### src/rtl/psp_pkg.sv
package psp_pkg;
	localparam int unsigned PSP_NUM_MOD = 3;
	localparam int unsigned PSP_NUM_PIN = 5;
	localparam int unsigned PSP_NUM_CMP = 4;
	localparam int unsigned PSP_AW      = 12;
	localparam int unsigned PSP_DW      = 32;
	localparam int unsigned PSP_RW      = 8;

	// byte addresses
	localparam logic [11:0] PSP_OFF_PIN_EN   = 12'h000;
	localparam logic [11:0] PSP_OFF_SYNC     = 12'h004;
	localparam logic [11:0] PSP_OFF_CNF      = 12'h008;
	localparam logic [11:0] PSP_OFF_CTL      = 12'h00C;
	localparam logic [11:0] PSP_OFF_POC      = 12'h010;
	localparam logic [11:0] PSP_OFF_STATUS   = 12'h014;
	localparam logic [11:0] PSP_OFF_CNT0     = 12'h018;
	localparam logic [11:0] PSP_OFF_CNT1     = 12'h01C;
	localparam logic [11:0] PSP_OFF_CNT2     = 12'h020;
	localparam logic [11:0] PSP_OFF_CMP_BASE = 12'h040;
	localparam logic [11:0] PSP_OFF_CMP_END  = 12'h070;
	localparam int unsigned PSP_CMP_MOD_LSB  = 4;
	localparam int unsigned PSP_CMP_IDX_LSB  = 2;

	// write masks and reset values
	localparam logic [7:0] PSP_PIN_EN_MASK = 8'h1F;
	localparam logic [7:0] PSP_SYNC_MASK   = 8'hFF;
	localparam logic [7:0] PSP_CNF_MASK    = 8'h3C;
	localparam logic [7:0] PSP_CTL_MASK    = 8'hFF;
	localparam logic [7:0] PSP_RST_VAL     = 8'h00;

	// field positions
	localparam int unsigned PSP_CNF_LOCK_BIT   = 5;
	localparam int unsigned PSP_CNF_MODE_BIT   = 4;
	localparam int unsigned PSP_CNF_POLB_BIT   = 3;
	localparam int unsigned PSP_CNF_POLA_BIT   = 2;
	localparam int unsigned PSP_CTL_PRE_LSB    = 6;
	localparam int unsigned PSP_CTL_CLKSEL_BIT = 5;
	localparam int unsigned PSP_SYNC_FW        = 2;

	// compare slots within a module
	localparam logic [1:0] PSP_CMP_SA = 2'h0;
	localparam logic [1:0] PSP_CMP_RA = 2'h1;
	localparam logic [1:0] PSP_CMP_SB = 2'h2;
	localparam logic [1:0] PSP_CMP_RB = 2'h3;

	// divider terminal counts for /1, /4, /32, /256
	localparam logic [7:0] PSP_DIV1_LIM   = 8'h00;
	localparam logic [7:0] PSP_DIV4_LIM   = 8'h03;
	localparam logic [7:0] PSP_DIV32_LIM  = 8'h1F;
	localparam logic [7:0] PSP_DIV256_LIM = 8'hFF;

	localparam logic [7:0] PSP_CNT_TOP  = 8'hFF;
	localparam logic [7:0] PSP_CNT_ZERO = 8'h00;
	localparam logic [7:0] PSP_CNT_ONE  = 8'h01;

	typedef enum logic [1:0] {
		PSP_SYNC_LEAD_A  = 2'h0,
		PSP_SYNC_TRAIL_A = 2'h1,
		PSP_SYNC_LEAD_B  = 2'h2,
		PSP_SYNC_TRAIL_B = 2'h3
	} psp_sync_e;

	typedef enum logic [1:0] {
		PSP_DIV_1   = 2'h0,
		PSP_DIV_4   = 2'h1,
		PSP_DIV_32  = 2'h2,
		PSP_DIV_256 = 2'h3
	} psp_div_e;

	typedef enum logic {
		PSP_DIR_UP   = 1'b0,
		PSP_DIR_DOWN = 1'b1
	} psp_dir_e;

	// event bit positions in a generator's event vector
	localparam int unsigned PSP_EV_LEAD_A  = 0;
	localparam int unsigned PSP_EV_TRAIL_A = 1;
	localparam int unsigned PSP_EV_LEAD_B  = 2;
	localparam int unsigned PSP_EV_TRAIL_B = 3;
endpackage

### src/rtl/psp_pwm_cfg.sv
// Notes on behaviour
// - clear enable bit: pin follows port data
// - set enable bit: pin follows generator output
// - two-bit sync select per module
// - codes 00/01: A leading / trailing edge
// - codes 10/11: B leading / trailing edge
// - lock set: compare/output config copies frozen
// - mode bit: 0 one ramp, 1 center
// - B polarity: 0 active low, 1 high
// - A polarity: 0 active low, 1 high
// - divider field: 1, 4, 32, 256
// - clock select: 1 fast, 0 slow
`timescale 1ns/1ns
`default_nettype none
module psp_pwm_cfg
	import psp_pkg::*;
(
	input  wire logic        pclk,
	input  wire logic        presetn,
	input  wire logic        psel,
	input  wire logic        penable,
	input  wire logic        pwrite,
	input  wire logic [11:0] paddr,
	input  wire logic [31:0] pwdata,
	output logic      [31:0] prdata,
	output logic             pready,
	output logic             pslverr,
	input  wire logic        pll_tick,
	input  wire logic        io_tick,
	input  wire logic [2:0]  fault_a,
	input  wire logic [2:0]  fault_b,
	input  wire logic [4:0]  port_out,
	output logic      [4:0]  pin_out,
	output logic      [2:0]  adc_sync,
	output logic      [7:0]  output_config
);
	typedef struct packed {
		logic [7:0]             pin_en;
		logic [7:0]             sync_sel;
		logic [7:0]             cnf;
		logic [7:0]             ctl;
		logic [7:0]             output_config_reg;
		logic [7:0]             poc_act;
		logic [2:0][3:0][7:0]   cmp;
		logic [2:0][3:0][7:0]   cmp_act;
		logic [31:0]            prdata;
		logic [4:0]             pin;
		logic [2:0]             sync;
	} psp_cfg_s;

	psp_cfg_s st_r;
	psp_cfg_s st_nxt;

	logic              src_tick;
	logic              gen_tick;
	logic [5:0]        raw;
	logic [2:0][3:0]   ev;
	logic [2:0][7:0]   cnt;
	logic              acc;
	logic              setup;

	function automatic logic is_cmp(input logic [11:0] a);
		is_cmp = (a >= PSP_OFF_CMP_BASE) && (a < PSP_OFF_CMP_END);
	endfunction

	function automatic logic [1:0] cmp_mod(input logic [11:0] a);
		logic [11:0] d;
		d       = a - PSP_OFF_CMP_BASE;
		cmp_mod = d[PSP_CMP_MOD_LSB +: 2];
	endfunction

	function automatic logic [1:0] cmp_idx(input logic [11:0] a);
		cmp_idx = a[PSP_CMP_IDX_LSB +: 2];
	endfunction

	function automatic logic is_known(input logic [11:0] a);
		logic k;
		k = 1'b0;
		if (a[1:0] == 2'h0) begin
			case (a)
				PSP_OFF_PIN_EN, PSP_OFF_SYNC, PSP_OFF_CNF, PSP_OFF_CTL, PSP_OFF_POC,
				PSP_OFF_STATUS, PSP_OFF_CNT0, PSP_OFF_CNT1, PSP_OFF_CNT2: k = 1'b1;
				default: k = is_cmp(a);
			endcase
		end
		is_known = k;
	endfunction

	// pick the event selected by a two-bit sync field
	function automatic logic sync_pick(input logic [1:0] sel, input logic [3:0] e);
		logic r;
		case (psp_sync_e'(sel))
			PSP_SYNC_LEAD_A:  r = e[PSP_EV_LEAD_A];
			PSP_SYNC_TRAIL_A: r = e[PSP_EV_TRAIL_A];
			PSP_SYNC_LEAD_B:  r = e[PSP_EV_LEAD_B];
			PSP_SYNC_TRAIL_B: r = e[PSP_EV_TRAIL_B];
			default:          r = 1'b0;
		endcase
		sync_pick = r;
	endfunction

	assign setup = psel && !penable;
	assign acc   = psel && penable;

	// clock source choice
	assign src_tick = st_r.ctl[PSP_CTL_CLKSEL_BIT] ? pll_tick : io_tick;

	psp_prescaler u_pre (
		.pclk     (pclk),
		.presetn  (presetn),
		.src_tick (src_tick),
		.div_sel  (st_r.ctl[PSP_CTL_PRE_LSB +: 2]),
		.tick     (gen_tick)
	);

	genvar m;
	generate
		for (m = 0; m < PSP_NUM_MOD; m++) begin : g_mod
			psp_wavegen u_gen (
				.pclk    (pclk),
				.presetn (presetn),
				.tick    (gen_tick),
				.center  (st_r.cnf[PSP_CNF_MODE_BIT]),
				.cmp_sa  (st_r.cmp_act[m][PSP_CMP_SA]),
				.cmp_ra  (st_r.cmp_act[m][PSP_CMP_RA]),
				.cmp_sb  (st_r.cmp_act[m][PSP_CMP_SB]),
				.cmp_rb  (st_r.cmp_act[m][PSP_CMP_RB]),
				.fault_a (fault_a[m]),
				.fault_b (fault_b[m]),
				.out_a   (raw[2*m]),
				.out_b   (raw[2*m+1]),
				.events  (ev[m]),
				.count   (cnt[m])
			);
		end
	endgenerate

	always_comb begin
		logic [31:0] rd;
		logic [1:0]  mi;
		logic [1:0]  ki;
		logic        pol;
		rd     = '0;
		mi     = cmp_mod(paddr);
		ki     = cmp_idx(paddr);
		pol    = 1'b0;
		st_nxt = st_r;

		// register writes, taken in the access phase
		if (acc && pwrite) begin
			case (paddr)
				PSP_OFF_PIN_EN: st_nxt.pin_en   = pwdata[7:0] & PSP_PIN_EN_MASK;
				PSP_OFF_SYNC:   st_nxt.sync_sel = pwdata[7:0] & PSP_SYNC_MASK;
				PSP_OFF_CNF:    st_nxt.cnf      = pwdata[7:0] & PSP_CNF_MASK;
				PSP_OFF_CTL:    st_nxt.ctl      = pwdata[7:0] & PSP_CTL_MASK;
				PSP_OFF_POC:    st_nxt.output_config_reg      = pwdata[7:0];
				default: begin
					if (is_cmp(paddr) && paddr[1:0] == 2'h0) begin
						st_nxt.cmp[mi][ki] = pwdata[7:0];
					end
				end
			endcase
		end

		// working copies follow software only while unlocked
		if (!st_r.cnf[PSP_CNF_LOCK_BIT]) begin
			st_nxt.cmp_act = st_r.cmp;
			st_nxt.poc_act = st_r.output_config_reg;
		end

		// read data captured in the setup phase
		case (paddr)
			PSP_OFF_PIN_EN: rd[7:0] = st_r.pin_en;
			PSP_OFF_SYNC:   rd[7:0] = st_r.sync_sel;
			PSP_OFF_CNF:    rd[7:0] = st_r.cnf;
			PSP_OFF_CTL:    rd[7:0] = st_r.ctl;
			PSP_OFF_POC:    rd[7:0] = st_r.output_config_reg;
			PSP_OFF_STATUS: rd[5:0] = raw;
			PSP_OFF_CNT0:   rd[7:0] = cnt[0];
			PSP_OFF_CNT1:   rd[7:0] = cnt[1];
			PSP_OFF_CNT2:   rd[7:0] = cnt[2];
			default: begin
				if (is_cmp(paddr) && paddr[1:0] == 2'h0) begin
					rd[7:0] = st_r.cmp[mi][ki];
				end
			end
		endcase
		if (setup && !pwrite) begin
			st_nxt.prdata = rd;
		end

		// pin routing with polarity
		for (int i = 0; i < PSP_NUM_PIN; i++) begin
			pol = (i % 2 == 0) ? st_r.cnf[PSP_CNF_POLA_BIT] : st_r.cnf[PSP_CNF_POLB_BIT];
			if (st_r.pin_en[i]) begin
				st_nxt.pin[i] = ~(raw[i] ^ pol);
			end else begin
				st_nxt.pin[i] = port_out[i];
			end
		end

		// adc sync pulses, one per selected event
		for (int j = 0; j < PSP_NUM_MOD; j++) begin
			st_nxt.sync[j] = sync_pick(st_r.sync_sel[j*PSP_SYNC_FW +: PSP_SYNC_FW], ev[j]);
		end
	end

	always_ff @(posedge pclk or negedge presetn) begin
		if (!presetn) begin
			st_r <= '0;
		end else begin
			st_r <= st_nxt;
		end
	end

	assign pready        = acc;
	assign pslverr       = acc && !is_known(paddr);
	assign prdata        = st_r.prdata;
	assign pin_out       = st_r.pin;
	assign adc_sync      = st_r.sync;
	assign output_config = st_r.poc_act;
endmodule
`default_nettype wire

### src/rtl/psp_prescaler.sv
`timescale 1ns/1ns
`default_nettype none
module psp_prescaler
	import psp_pkg::*;
(
	input  wire logic       pclk,
	input  wire logic       presetn,
	input  wire logic       src_tick,
	input  wire logic [1:0] div_sel,
	output logic            tick
);
	typedef struct packed {
		logic [7:0] cnt;
		logic       tick;
	} psp_pre_s;

	psp_pre_s st_r;
	psp_pre_s st_nxt;
	logic [7:0] lim;

	always_comb begin
		case (psp_div_e'(div_sel))
			PSP_DIV_1:   lim = PSP_DIV1_LIM;
			PSP_DIV_4:   lim = PSP_DIV4_LIM;
			PSP_DIV_32:  lim = PSP_DIV32_LIM;
			PSP_DIV_256: lim = PSP_DIV256_LIM;
			default:     lim = PSP_DIV1_LIM;
		endcase
	end

	// count source ticks, pulse on terminal count
	always_comb begin
		st_nxt      = st_r;
		st_nxt.tick = 1'b0;
		if (src_tick) begin
			if (st_r.cnt >= lim) begin
				st_nxt.cnt  = PSP_CNT_ZERO;
				st_nxt.tick = 1'b1;
			end else begin
				st_nxt.cnt = st_r.cnt + PSP_CNT_ONE;
			end
		end
	end

	always_ff @(posedge pclk or negedge presetn) begin
		if (!presetn) begin
			st_r <= '0;
		end else begin
			st_r <= st_nxt;
		end
	end

	assign tick = st_r.tick;
endmodule
`default_nettype wire

### src/rtl/psp_wavegen.sv
`timescale 1ns/1ns
`default_nettype none
module psp_wavegen
	import psp_pkg::*;
(
	input  wire logic       pclk,
	input  wire logic       presetn,
	input  wire logic       tick,
	input  wire logic       center,
	input  wire logic [7:0] cmp_sa,
	input  wire logic [7:0] cmp_ra,
	input  wire logic [7:0] cmp_sb,
	input  wire logic [7:0] cmp_rb,
	input  wire logic       fault_a,
	input  wire logic       fault_b,
	output logic            out_a,
	output logic            out_b,
	output logic [3:0]      events,
	output logic [7:0]      count
);
	typedef struct packed {
		logic [7:0] cnt;
		psp_dir_e   dir;
		logic       out_a;
		logic       out_b;
		logic [3:0] ev;
	} psp_gen_s;

	psp_gen_s st_r;
	psp_gen_s st_nxt;

	always_comb begin
		st_nxt    = st_r;
		st_nxt.ev = '0;
		if (tick) begin
			// one ramp wraps, center aligned counts up then down
			if (!center) begin
				st_nxt.dir = PSP_DIR_UP;
				st_nxt.cnt = (st_r.cnt == PSP_CNT_TOP) ? PSP_CNT_ZERO : st_r.cnt + PSP_CNT_ONE;
			end else begin
				case (st_r.dir)
					PSP_DIR_UP: begin
						if (st_r.cnt == PSP_CNT_TOP) begin
							st_nxt.dir = PSP_DIR_DOWN;
							st_nxt.cnt = st_r.cnt - PSP_CNT_ONE;
						end else begin
							st_nxt.cnt = st_r.cnt + PSP_CNT_ONE;
						end
					end
					PSP_DIR_DOWN: begin
						if (st_r.cnt == PSP_CNT_ZERO) begin
							st_nxt.dir = PSP_DIR_UP;
							st_nxt.cnt = st_r.cnt + PSP_CNT_ONE;
						end else begin
							st_nxt.cnt = st_r.cnt - PSP_CNT_ONE;
						end
					end
					default: st_nxt.dir = PSP_DIR_UP;
				endcase
			end
			if (st_r.cnt == cmp_sa && !st_r.out_a) begin
				st_nxt.out_a              = 1'b1;
				st_nxt.ev[PSP_EV_LEAD_A]  = 1'b1;
			end
			if (st_r.cnt == cmp_ra && st_r.out_a) begin
				st_nxt.out_a              = 1'b0;
				st_nxt.ev[PSP_EV_TRAIL_A] = 1'b1;
			end
			if (st_r.cnt == cmp_sb && !st_r.out_b) begin
				st_nxt.out_b              = 1'b1;
				st_nxt.ev[PSP_EV_LEAD_B]  = 1'b1;
			end
			if (st_r.cnt == cmp_rb && st_r.out_b) begin
				st_nxt.out_b              = 1'b0;
				st_nxt.ev[PSP_EV_TRAIL_B] = 1'b1;
			end
		end
		// fault ends the active part at once, counted as a trailing edge
		if (fault_a && st_r.out_a) begin
			st_nxt.out_a              = 1'b0;
			st_nxt.ev[PSP_EV_LEAD_A]  = 1'b0;
			st_nxt.ev[PSP_EV_TRAIL_A] = 1'b1;
		end
		if (fault_b && st_r.out_b) begin
			st_nxt.out_b              = 1'b0;
			st_nxt.ev[PSP_EV_LEAD_B]  = 1'b0;
			st_nxt.ev[PSP_EV_TRAIL_B] = 1'b1;
		end
	end

	always_ff @(posedge pclk or negedge presetn) begin
		if (!presetn) begin
			st_r <= '0;
		end else begin
			st_r <= st_nxt;
		end
	end

	assign out_a  = st_r.out_a;
	assign out_b  = st_r.out_b;
	assign events = st_r.ev;
	assign count  = st_r.cnt;
endmodule
`default_nettype wire

### config.mk
export PLATFORM = sky130hd
export DESIGN_NAME = psp_pwm_cfg
export DESIGN_NICKNAME = d
export VERILOG_FILES = /design/src/rtl/psp_pkg.sv /design/src/rtl/psp_pwm_cfg.sv /design/src/rtl/psp_prescaler.sv /design/src/rtl/psp_wavegen.sv
export SDC_FILE = /design/constraint.sdc
export NUM_CORES = 1
export LEC_CHECK = 0
export ABC_CLOCK_PERIOD_IN_PS = 4500
export BUFFER_PORTS_ARGS = -buffer_cell sky130_fd_sc_hd__buf_4
export CAP_MARGIN = 30
export CORE_UTILIZATION = 30
export DETAILED_ROUTE_END_ITERATION = 8
export PLACE_DENSITY = 0.41
export SYNTH_ARGS = -nofsm -noshare
export SYNTH_HDL_FRONTEND = slang
export SYNTH_SLANG_ARGS = --single-unit
### constraint.sdc
create_clock -name pclk -period 4.5 [get_ports pclk]
set_clock_uncertainty 0.15 [all_clocks]
set_input_delay 0.225 -clock pclk [delete_from_list [all_inputs] [get_ports pclk]]
set_output_delay 0.225 -clock pclk [all_outputs]
set_load 0.01 [all_outputs]
==> results_dict.tcl, run 1 <==
set metrics [dict create \
    cts_setup_buffers 0 \
    ctsRootBufferMaster "clkbuf_16" \
    die_h_um 233.0 \
    num_rows 84 \
    area_delta_synth_final_pct 13.24 \
    fin_setup_tns_ns 0 \
    vias 10790 \
    synthFlopType "dfrtp_1" \
    drv_slew 0 \
    routed_wl_mm 49.73 \
    period_needed_ns 2.921 \
    path_class "flop to flop" \
    grt_use_total 0.1870 \
    drtIter0Drc 632 \
    synth_area_leaders "dfrtp_1 (47%), mux2_2 (17%), xnor2_1 (3.8%)" \
    fmax_mhz 342.4 \
    layout-drive-gt1-share 0.3002 \
    p_total_mw 7.077 \
    synth_edf_count 0 \
    maxCapViolations 0 \
    cts_tree "yes" \
    drt_pass1_iterations 5 \
    nFillCells 5252 \
    place.gp.congestion 0.8349 \
    core_sq_um 52660 \
    die_area_sq_um 54290 \
    clk_path_buf_depth 3 \
    hold_class "input pin to flop" \
    async_flop_share 1.000 \
    numPortBuffers 63 \
    vdd_drop_max_v 0.0002538 \
    worst_pin_slew_ns 0.9726 \
    initial_core_util 0.3040 \
    cts_resized 0 \
    fin_crit_sh 0.6490 \
    setup_viol 0 \
    largest_reg_flops 225 \
    synth_top_area_frac 0.4737 \
    synth_top_area_cell "dfrtp_1" \
    cts_num_sinks 303 \
    status "completed" \
    hold_buffers 15 \
    antenna_found_initial 2 \
    rsz0062_at_grt "no" \
    power_density_nw_per_um2 390.4 \
    worstPathMaxFanout 9 \
    io-pin-count 112 \
    grt_pass1_vias 10850 \
    grt_overflow 0 \
    ys_types 75 \
    vias_per_cell 5.143 \
    ys_warn_count 0 \
    drc 0 \
    finalHoldViolations 0 \
    synthCells 1361 \
    cp-end-kind "flop" \
    cp-start-kind "flop" \
    leakage_nw 8.211 \
    cp.arrival_ns 3.19 \
    grt_first_pass_wirelength_mm 74.18 \
    die_x_um 233.0 \
    postRouteAntennaNets 0 \
    ys_seq_area_frac 0.4737 \
    syn_area_per_cell_sq_um 11.76 \
    clkSlewWorstSetupHoldPaths_ns 0.06 \
    netlist_area_sq_um 16010 \
    wire_per_inst_um 23.70 \
    hpwl_mm 33.91 \
    registers.top_by_ff_count "st_r" \
    grt_max_degree 116 \
    ys_seq_elements 303 \
    nets 1468 \
    max_slew_margin 0.3516 \
    cts_max_level 2 \
    required_ns 4.77 \
    cts_buffers 36 \
    worstSkewPairLatency_ns 0.52 \
]
-- worst max-delay path: stages, from the launching register on --
cell and delay [ns]:
dfrtp_1 0.42, or2_2 0.33, ha_1 0.29, nand2b_1 0.14, a211o_1 0.29, a211oi_1 0.53, o21ai_1 0.33, o311ai_1 0.33
-- layer usage --
layer	up-vias	track usage	wire, um
met5	-	0	0
met4	0	0.04003	883
met3	66	0.03248	2147
met2	221	0.2795	22060
met1	5578	0.2791	24650
li1	4924	-	-
-- Yosys cell counts, types with 7 or more instances --
cell type  count
a211oi_1       9
a21oi_1       22
a22o_1        10
a22oi_1       13
and3_1         9
buf_1          9
buf_2         17
buf_4         52
clkbuf_1      46
dfrtp_1      303
ha_1          18
inv_1         40
mux2_2       248
mux2i_1       45
mux4_2        10
nand2_1       63
nand3_1       27
nand4_1       15
nor2_1        45
nor2_2        11
nor3_1        14
nor4_1        19
o211ai_1      14
o21a_1        10
o21ai_0       38
o21bai_1       7
o22ai_1        9
o2bb2ai_1     21
xnor2_1       69
xor2_1        36
-- worst paths after layout --
check	from	endpoint	slack [ns]	depth (start not counted)
hold / removal	penable	prdata[3]$_DFFE_PN0P_	0.03	4
max in group asynchronous	presetn	u_pre.tick$_DFF_PN0_	2.88	3
min in group asynchronous	presetn	g_mod[2].u_gen.count[6]$_DFFE_PN0P_	0.17	2
setup / recovery	st_r[254]$_DFFE_PN0P_	u_pre.st_r[3]$_DFFE_PN0P_	1.58	7
hold reg to reg	st_r[270]$_DFFE_PN0P_	st_r[270]$_DFFE_PN0P_	0.36	1
setup reg to reg	st_r[254]$_DFFE_PN0P_	u_pre.st_r[3]$_DFFE_PN0P_	1.58	7
-- layout by cell type, fill, tap and decap left out, types with 7 or more instances in the layout --
master / netlist / final
nor2_1: 45 / 45
mux2i_1: 45 / 45
o21bai_1: 7 / 7
a21oi_1: 22 / 22
buf_4: 52 / 71
dlygate4sd3_1: 0 / 15
dfrtp_1: 303 / 302
xnor2_1: 69 / 69
ha_1: 18 / 18
nand2_1: 63 / 63
nand4_1: 15 / 15
mux2_2: 248 / 248
a211oi_1: 9 / 9
conb_1: 1 / 24
a22oi_1: 13 / 13
nor4_1: 19 / 19
o2bb2ai_1: 21 / 21
a22o_1: 10 / 10
mux4_2: 10 / 10
nor2_2: 11 / 11
nor3_1: 14 / 14
inv_1: 40 / 40
o21ai_0: 38 / 38
and3_1: 9 / 9
clkbuf_1: 46 / 10
clkbuf_16: 0 / 37
o21a_1: 10 / 10
xor2_1: 36 / 36
o211ai_1: 14 / 14
o22ai_1: 9 / 9
nand3_1: 27 / 27
-- where the power goes --
group          switching, mW  total [mW]  internal, mW
clock network           1.15        2.77          1.61
registers              0.440        3.27          2.83
logic                  0.583        1.04         0.459
total                   2.18        7.08          4.90
-- kinds of logic after synthesis --
group | Yosys count | synth area share
multiplexers | 303 | 0.2167
flip-flops | 303 | 0.4737
AND/OR/NAND/NOR | 263 | 0.09567
AO/OA/AOI/OAI | 204 | 0.09028
buffers and inverters | 164 | 0.05198
XOR/XNOR | 105 | 0.05745
adder cells (fa/ha/maj) | 18 | 0.01407
other | 1 | 0.0002343
-- area by class of cell --
class | count | area (sq um) | share of cell area
Multi-Input combinational cell | 917 | 7680 | 0.4237
Sequential cell | 303 | 7586 | 0.4185
Clock buffer | 50 | 1005 | 0.05542
Tap cell | 688 | 860.8 | 0.04749
Timing Repair Buffer | 90 | 765.7 | 0.04224
Inverter | 40 | 150.1 | 0.008283
Clock inverter | 9 | 77.57 | 0.004279
Antenna cell | 1 | 2.502 | 0.0001380
-- per-stage QoR --
stage / std cells / setup WS [ns] / area, sq um / util / hold slack (ns)
after CTS: 2097 / 1.563 / 18120 / 0.3442 / 0.001035
after global routing: 2097 / 1.357 / 18120 / 0.3442 / 0.03509
after floorplan: 1384 / 2.042 / 16090 / - / -0.2206
after global placement: 2022 / 1.383 / 16860 / 0.3203 / 0.2513
final: 2098 / 1.579 / 18130 / 0.3443 / 0.02807
after detailed placement: 2023 / 1.549 / 16890 / 0.3208 / 0.2478
No activity file was read; power rests on OpenSTA's default activity.
==> inputs of run 2 (changes only) <==
--- a/config.mk
+++ b/config.mk
@@ -5,7 +5,7 @@
 export SDC_FILE = /design/constraint.sdc
 export NUM_CORES = 1
 export LEC_CHECK = 0
-export ABC_CLOCK_PERIOD_IN_PS = 4500
+export ABC_CLOCK_PERIOD_IN_PS = 2700
 export BUFFER_PORTS_ARGS = -buffer_cell sky130_fd_sc_hd__buf_4
 export CAP_MARGIN = 30
 export CORE_UTILIZATION = 30
==> constraint.sdc (replaced) <==
create_clock -name pclk -period 2.7 [get_ports pclk]
set_clock_uncertainty 0.15 [all_clocks]
set_input_delay 0.135 -clock pclk [delete_from_list [all_inputs] [get_ports pclk]]
set_output_delay 0.135 -clock pclk [all_outputs]
set_load 0.01 [all_outputs]
==> run 2 against run 1 <==
  * Combinational power grew 130%
  * Largest cell class unchanged
  * Largest power group unchanged
  * Core utilization is 1.5 points higher
  * Sequential power is 53% higher
  * Via count grew 2.5%
  * The flow now finishes with violations (negative hold slack)
  * Routed wire length is 2.3% higher
  * Clock power grew 78%
  * Highest routed layer unchanged
  * Non-clock buffer count is 82 higher
  * Setup slack worse by 1.4 ns
  * Critical path type unchanged
  * Critical path depth fell by 1
  * Total power rose by 75%
  * Maximum frequency is 16% higher
  * Final cell count up 4.1%
==> results_dict.tcl, run 2 (synthesized netlist as in run 1, its figures left out) <==
set metrics [dict create \
    regArea_sq_um 7586 \
    place.gp.congestion 0.8347 \
    layout_common_cells "dfrtp_1 (302), mux2_2 (248), buf_4 (130)" \
    power_density_nw_per_um2 652.5 \
    p_sw_frac 0.3029 \
    p_int_mw 8.613 \
    p_total_mw 12.35 \
    setup_viol 0 \
    cp.arrival_ns 2.85 \
    registers.top_by_ff_count "st_r" \
    io-pin-count 112 \
    diodes 0 \
    power_frac_seq 0.405 \
    finalHoldViolations 2 \
    initial_core_util 0.3040 \
    area_delta_synth_final_pct 18.27 \
    fin_crit_sh 0.9346 \
    routed_wl_mm 50.89 \
    rsz0062_at_grt "no" \
    p_sw_mw 3.742 \
    status "complete, but fails checks" \
    worstPathMaxFanout 7 \
    numPortBuffers 63 \
    ctsRootBufferMaster "clkbuf_16" \
    worstSkewPairLatency_ns 0.55 \
    grt_pass1_vias 11060 \
    nets 1551 \
    max_slew_margin 0.5419 \
    cts_buffers 37 \
    drc 0 \
    path_class "flop to flop" \
    cts_num_sinks 303 \
    fin_setup_tns_ns 0 \
    whs_ns -0.003488 \
    drt_pass1_iterations 5 \
    hold_class "input pin to asynchronous set/reset pin" \
    wire_per_inst_um 23.29 \
    largest_reg_flops 225 \
    placed_cell_area_sq_um 17390 \
    cts_max_level 2 \
    postRouteAntennaNets 0 \
    dr_wl_met3_mm 1.994 \
    met2WireLength_mm 22.85 \
    p_comb_frac 0.197 \
    violations "negative hold slack" \
    core_sq_um 52660 \
    worst_pin_slew_ns 0.6871 \
    final_common_cell "dfrtp_1" \
    grt_max_degree 66 \
    leakage_nw 8.672 \
    num_rows 84 \
    vias_per_cell 5.061 \
    multi_input_area_sq_um 7690 \
    routedLengthMet1_mm 25.09 \
    hpwl_mm 35.66 \
    top_layer "met4" \
    vdd_drop_max_v 0.0003893 \
    grt_first_pass_wirelength_mm 75.42 \
    maxCapViolations 0 \
    vias 11060 \
    cts_tree "yes" \
    pwr-share-clk 0.398 \
    r2r_slack_ns 0.18 \
    layout-drive-gt1-share 0.3293 \
    grt_use_total 0.1907 \
    clkSlewWorstSetupHoldPaths_ns 0.06 \
    die_area_sq_um 54290 \
    drtIter0Drc 655 \
    period_needed_ns 2.523 \
    grt_overflow 0 \
    clk_path_buf_depth 3 \
    required_ns 3.02 \
    die_x_um 233.0 \
    nFillCells 5201 \
    fmax_mhz 396.3 \
    drv_slew 0 \
    cp-start-kind "flop" \
    fin_area_sq_um 18930 \
    cp-end-kind "flop" \
    antenna_found_initial 2 \
    die_h_um 233.0 \
]
run 2: cell types whose count changed in the layout (fill, tap and decap cells not counted), sizes merged:
cell         previous run  this run
diode                   1         0
buf                    75       137
inv                    42        41
dlygate4sd3            15        35
clkinv                  6         5
clkbuf                 50        57
clkinvlp                0         1
run 2: through the flow:
step           instances  hold WS [ns]  setup slack [ns]  utilization
3_5_place_dp        2085      -0.01240            0.1075       0.3302
3_3_place_gp        2085      -0.01195           0.09506       0.3302
6_report            2185     -0.003488            0.1766       0.3596
5_1_grt             2185       0.05232           0.08239       0.3596
4_1_cts             2185      0.003262           0.03217       0.3594
2_1_floorplan       1384       -0.3106            0.2422            -
run 2: final timing paths:
check	end	cells past startpoint	start
min in group pclk	prdata[3]$_DFFE_PN0P_	4	psel
hold / removal	g_mod[2].u_gen.count[6]$_DFFE_PN0P_	2	presetn
hold reg to reg	st_r[271]$_DFFE_PN0P_	1	st_r[271]$_DFFE_PN0P_
setup reg to reg	g_mod[0].u_gen.out_a$_DFFE_PN0P_	6	g_mod[0].u_gen.count[4]$_DFFE_PN0P_
setup / recovery	g_mod[0].u_gen.out_a$_DFFE_PN0P_	6	g_mod[0].u_gen.count[4]$_DFFE_PN0P_
max in group asynchronous	g_mod[0].u_gen.events[1]$_DFF_PN0_	3	presetn
run 2: worst max-delay path, cell delays in order (launching register included):
cell and delay [ns]:
dfrtp_1 0.57, xor2_1 0.25, nor4_1 0.43, nand4_1 0.21, nor4_1 0.53, buf_4 0.21
o21bai_1 0.09
run 2: final cells by class:
cell class,instances,area share
Tap cell,688,0.04547
Clock buffer,57,0.05882
Timing Repair Buffer,172,0.07719
Clock inverter,8,0.003767
Multi-Input combinational cell,917,0.4062
Inverter,40,0.007930
Sequential cell,303,0.4007
run 2: power by group through the flow:
stage	Sequential [mW]	Clock (mW)	Combinational (mW)
global route	5.03	5.24	2.64
floorplan	4.96	0	1.46
detailed placement	5.09	0	2.41
global placement	5.08	0	2.41
CTS	5.01	5.09	2.46
finish	5.00	4.92	2.43
run 2: repair_timing:
| action | in CTS | in global routing |
|---|---|---|
| resized for setup | 0 | 3 |
| hold endpoints to repair | 455 | 2 |
| setup endpoints to repair | 0 | 16 |
| buffers inserted | 0 | 0 |
| hold buffers | 35 | 1 |
run 2: per-layer routing:
metal | vias up | global-route usage
met4 | 0 | 0.05167
met2 | 233 | 0.2900
met1 | 5661 | 0.2772
met3 | 59 | 0.03174
met5 | - | 0
li1 | 5105 | -
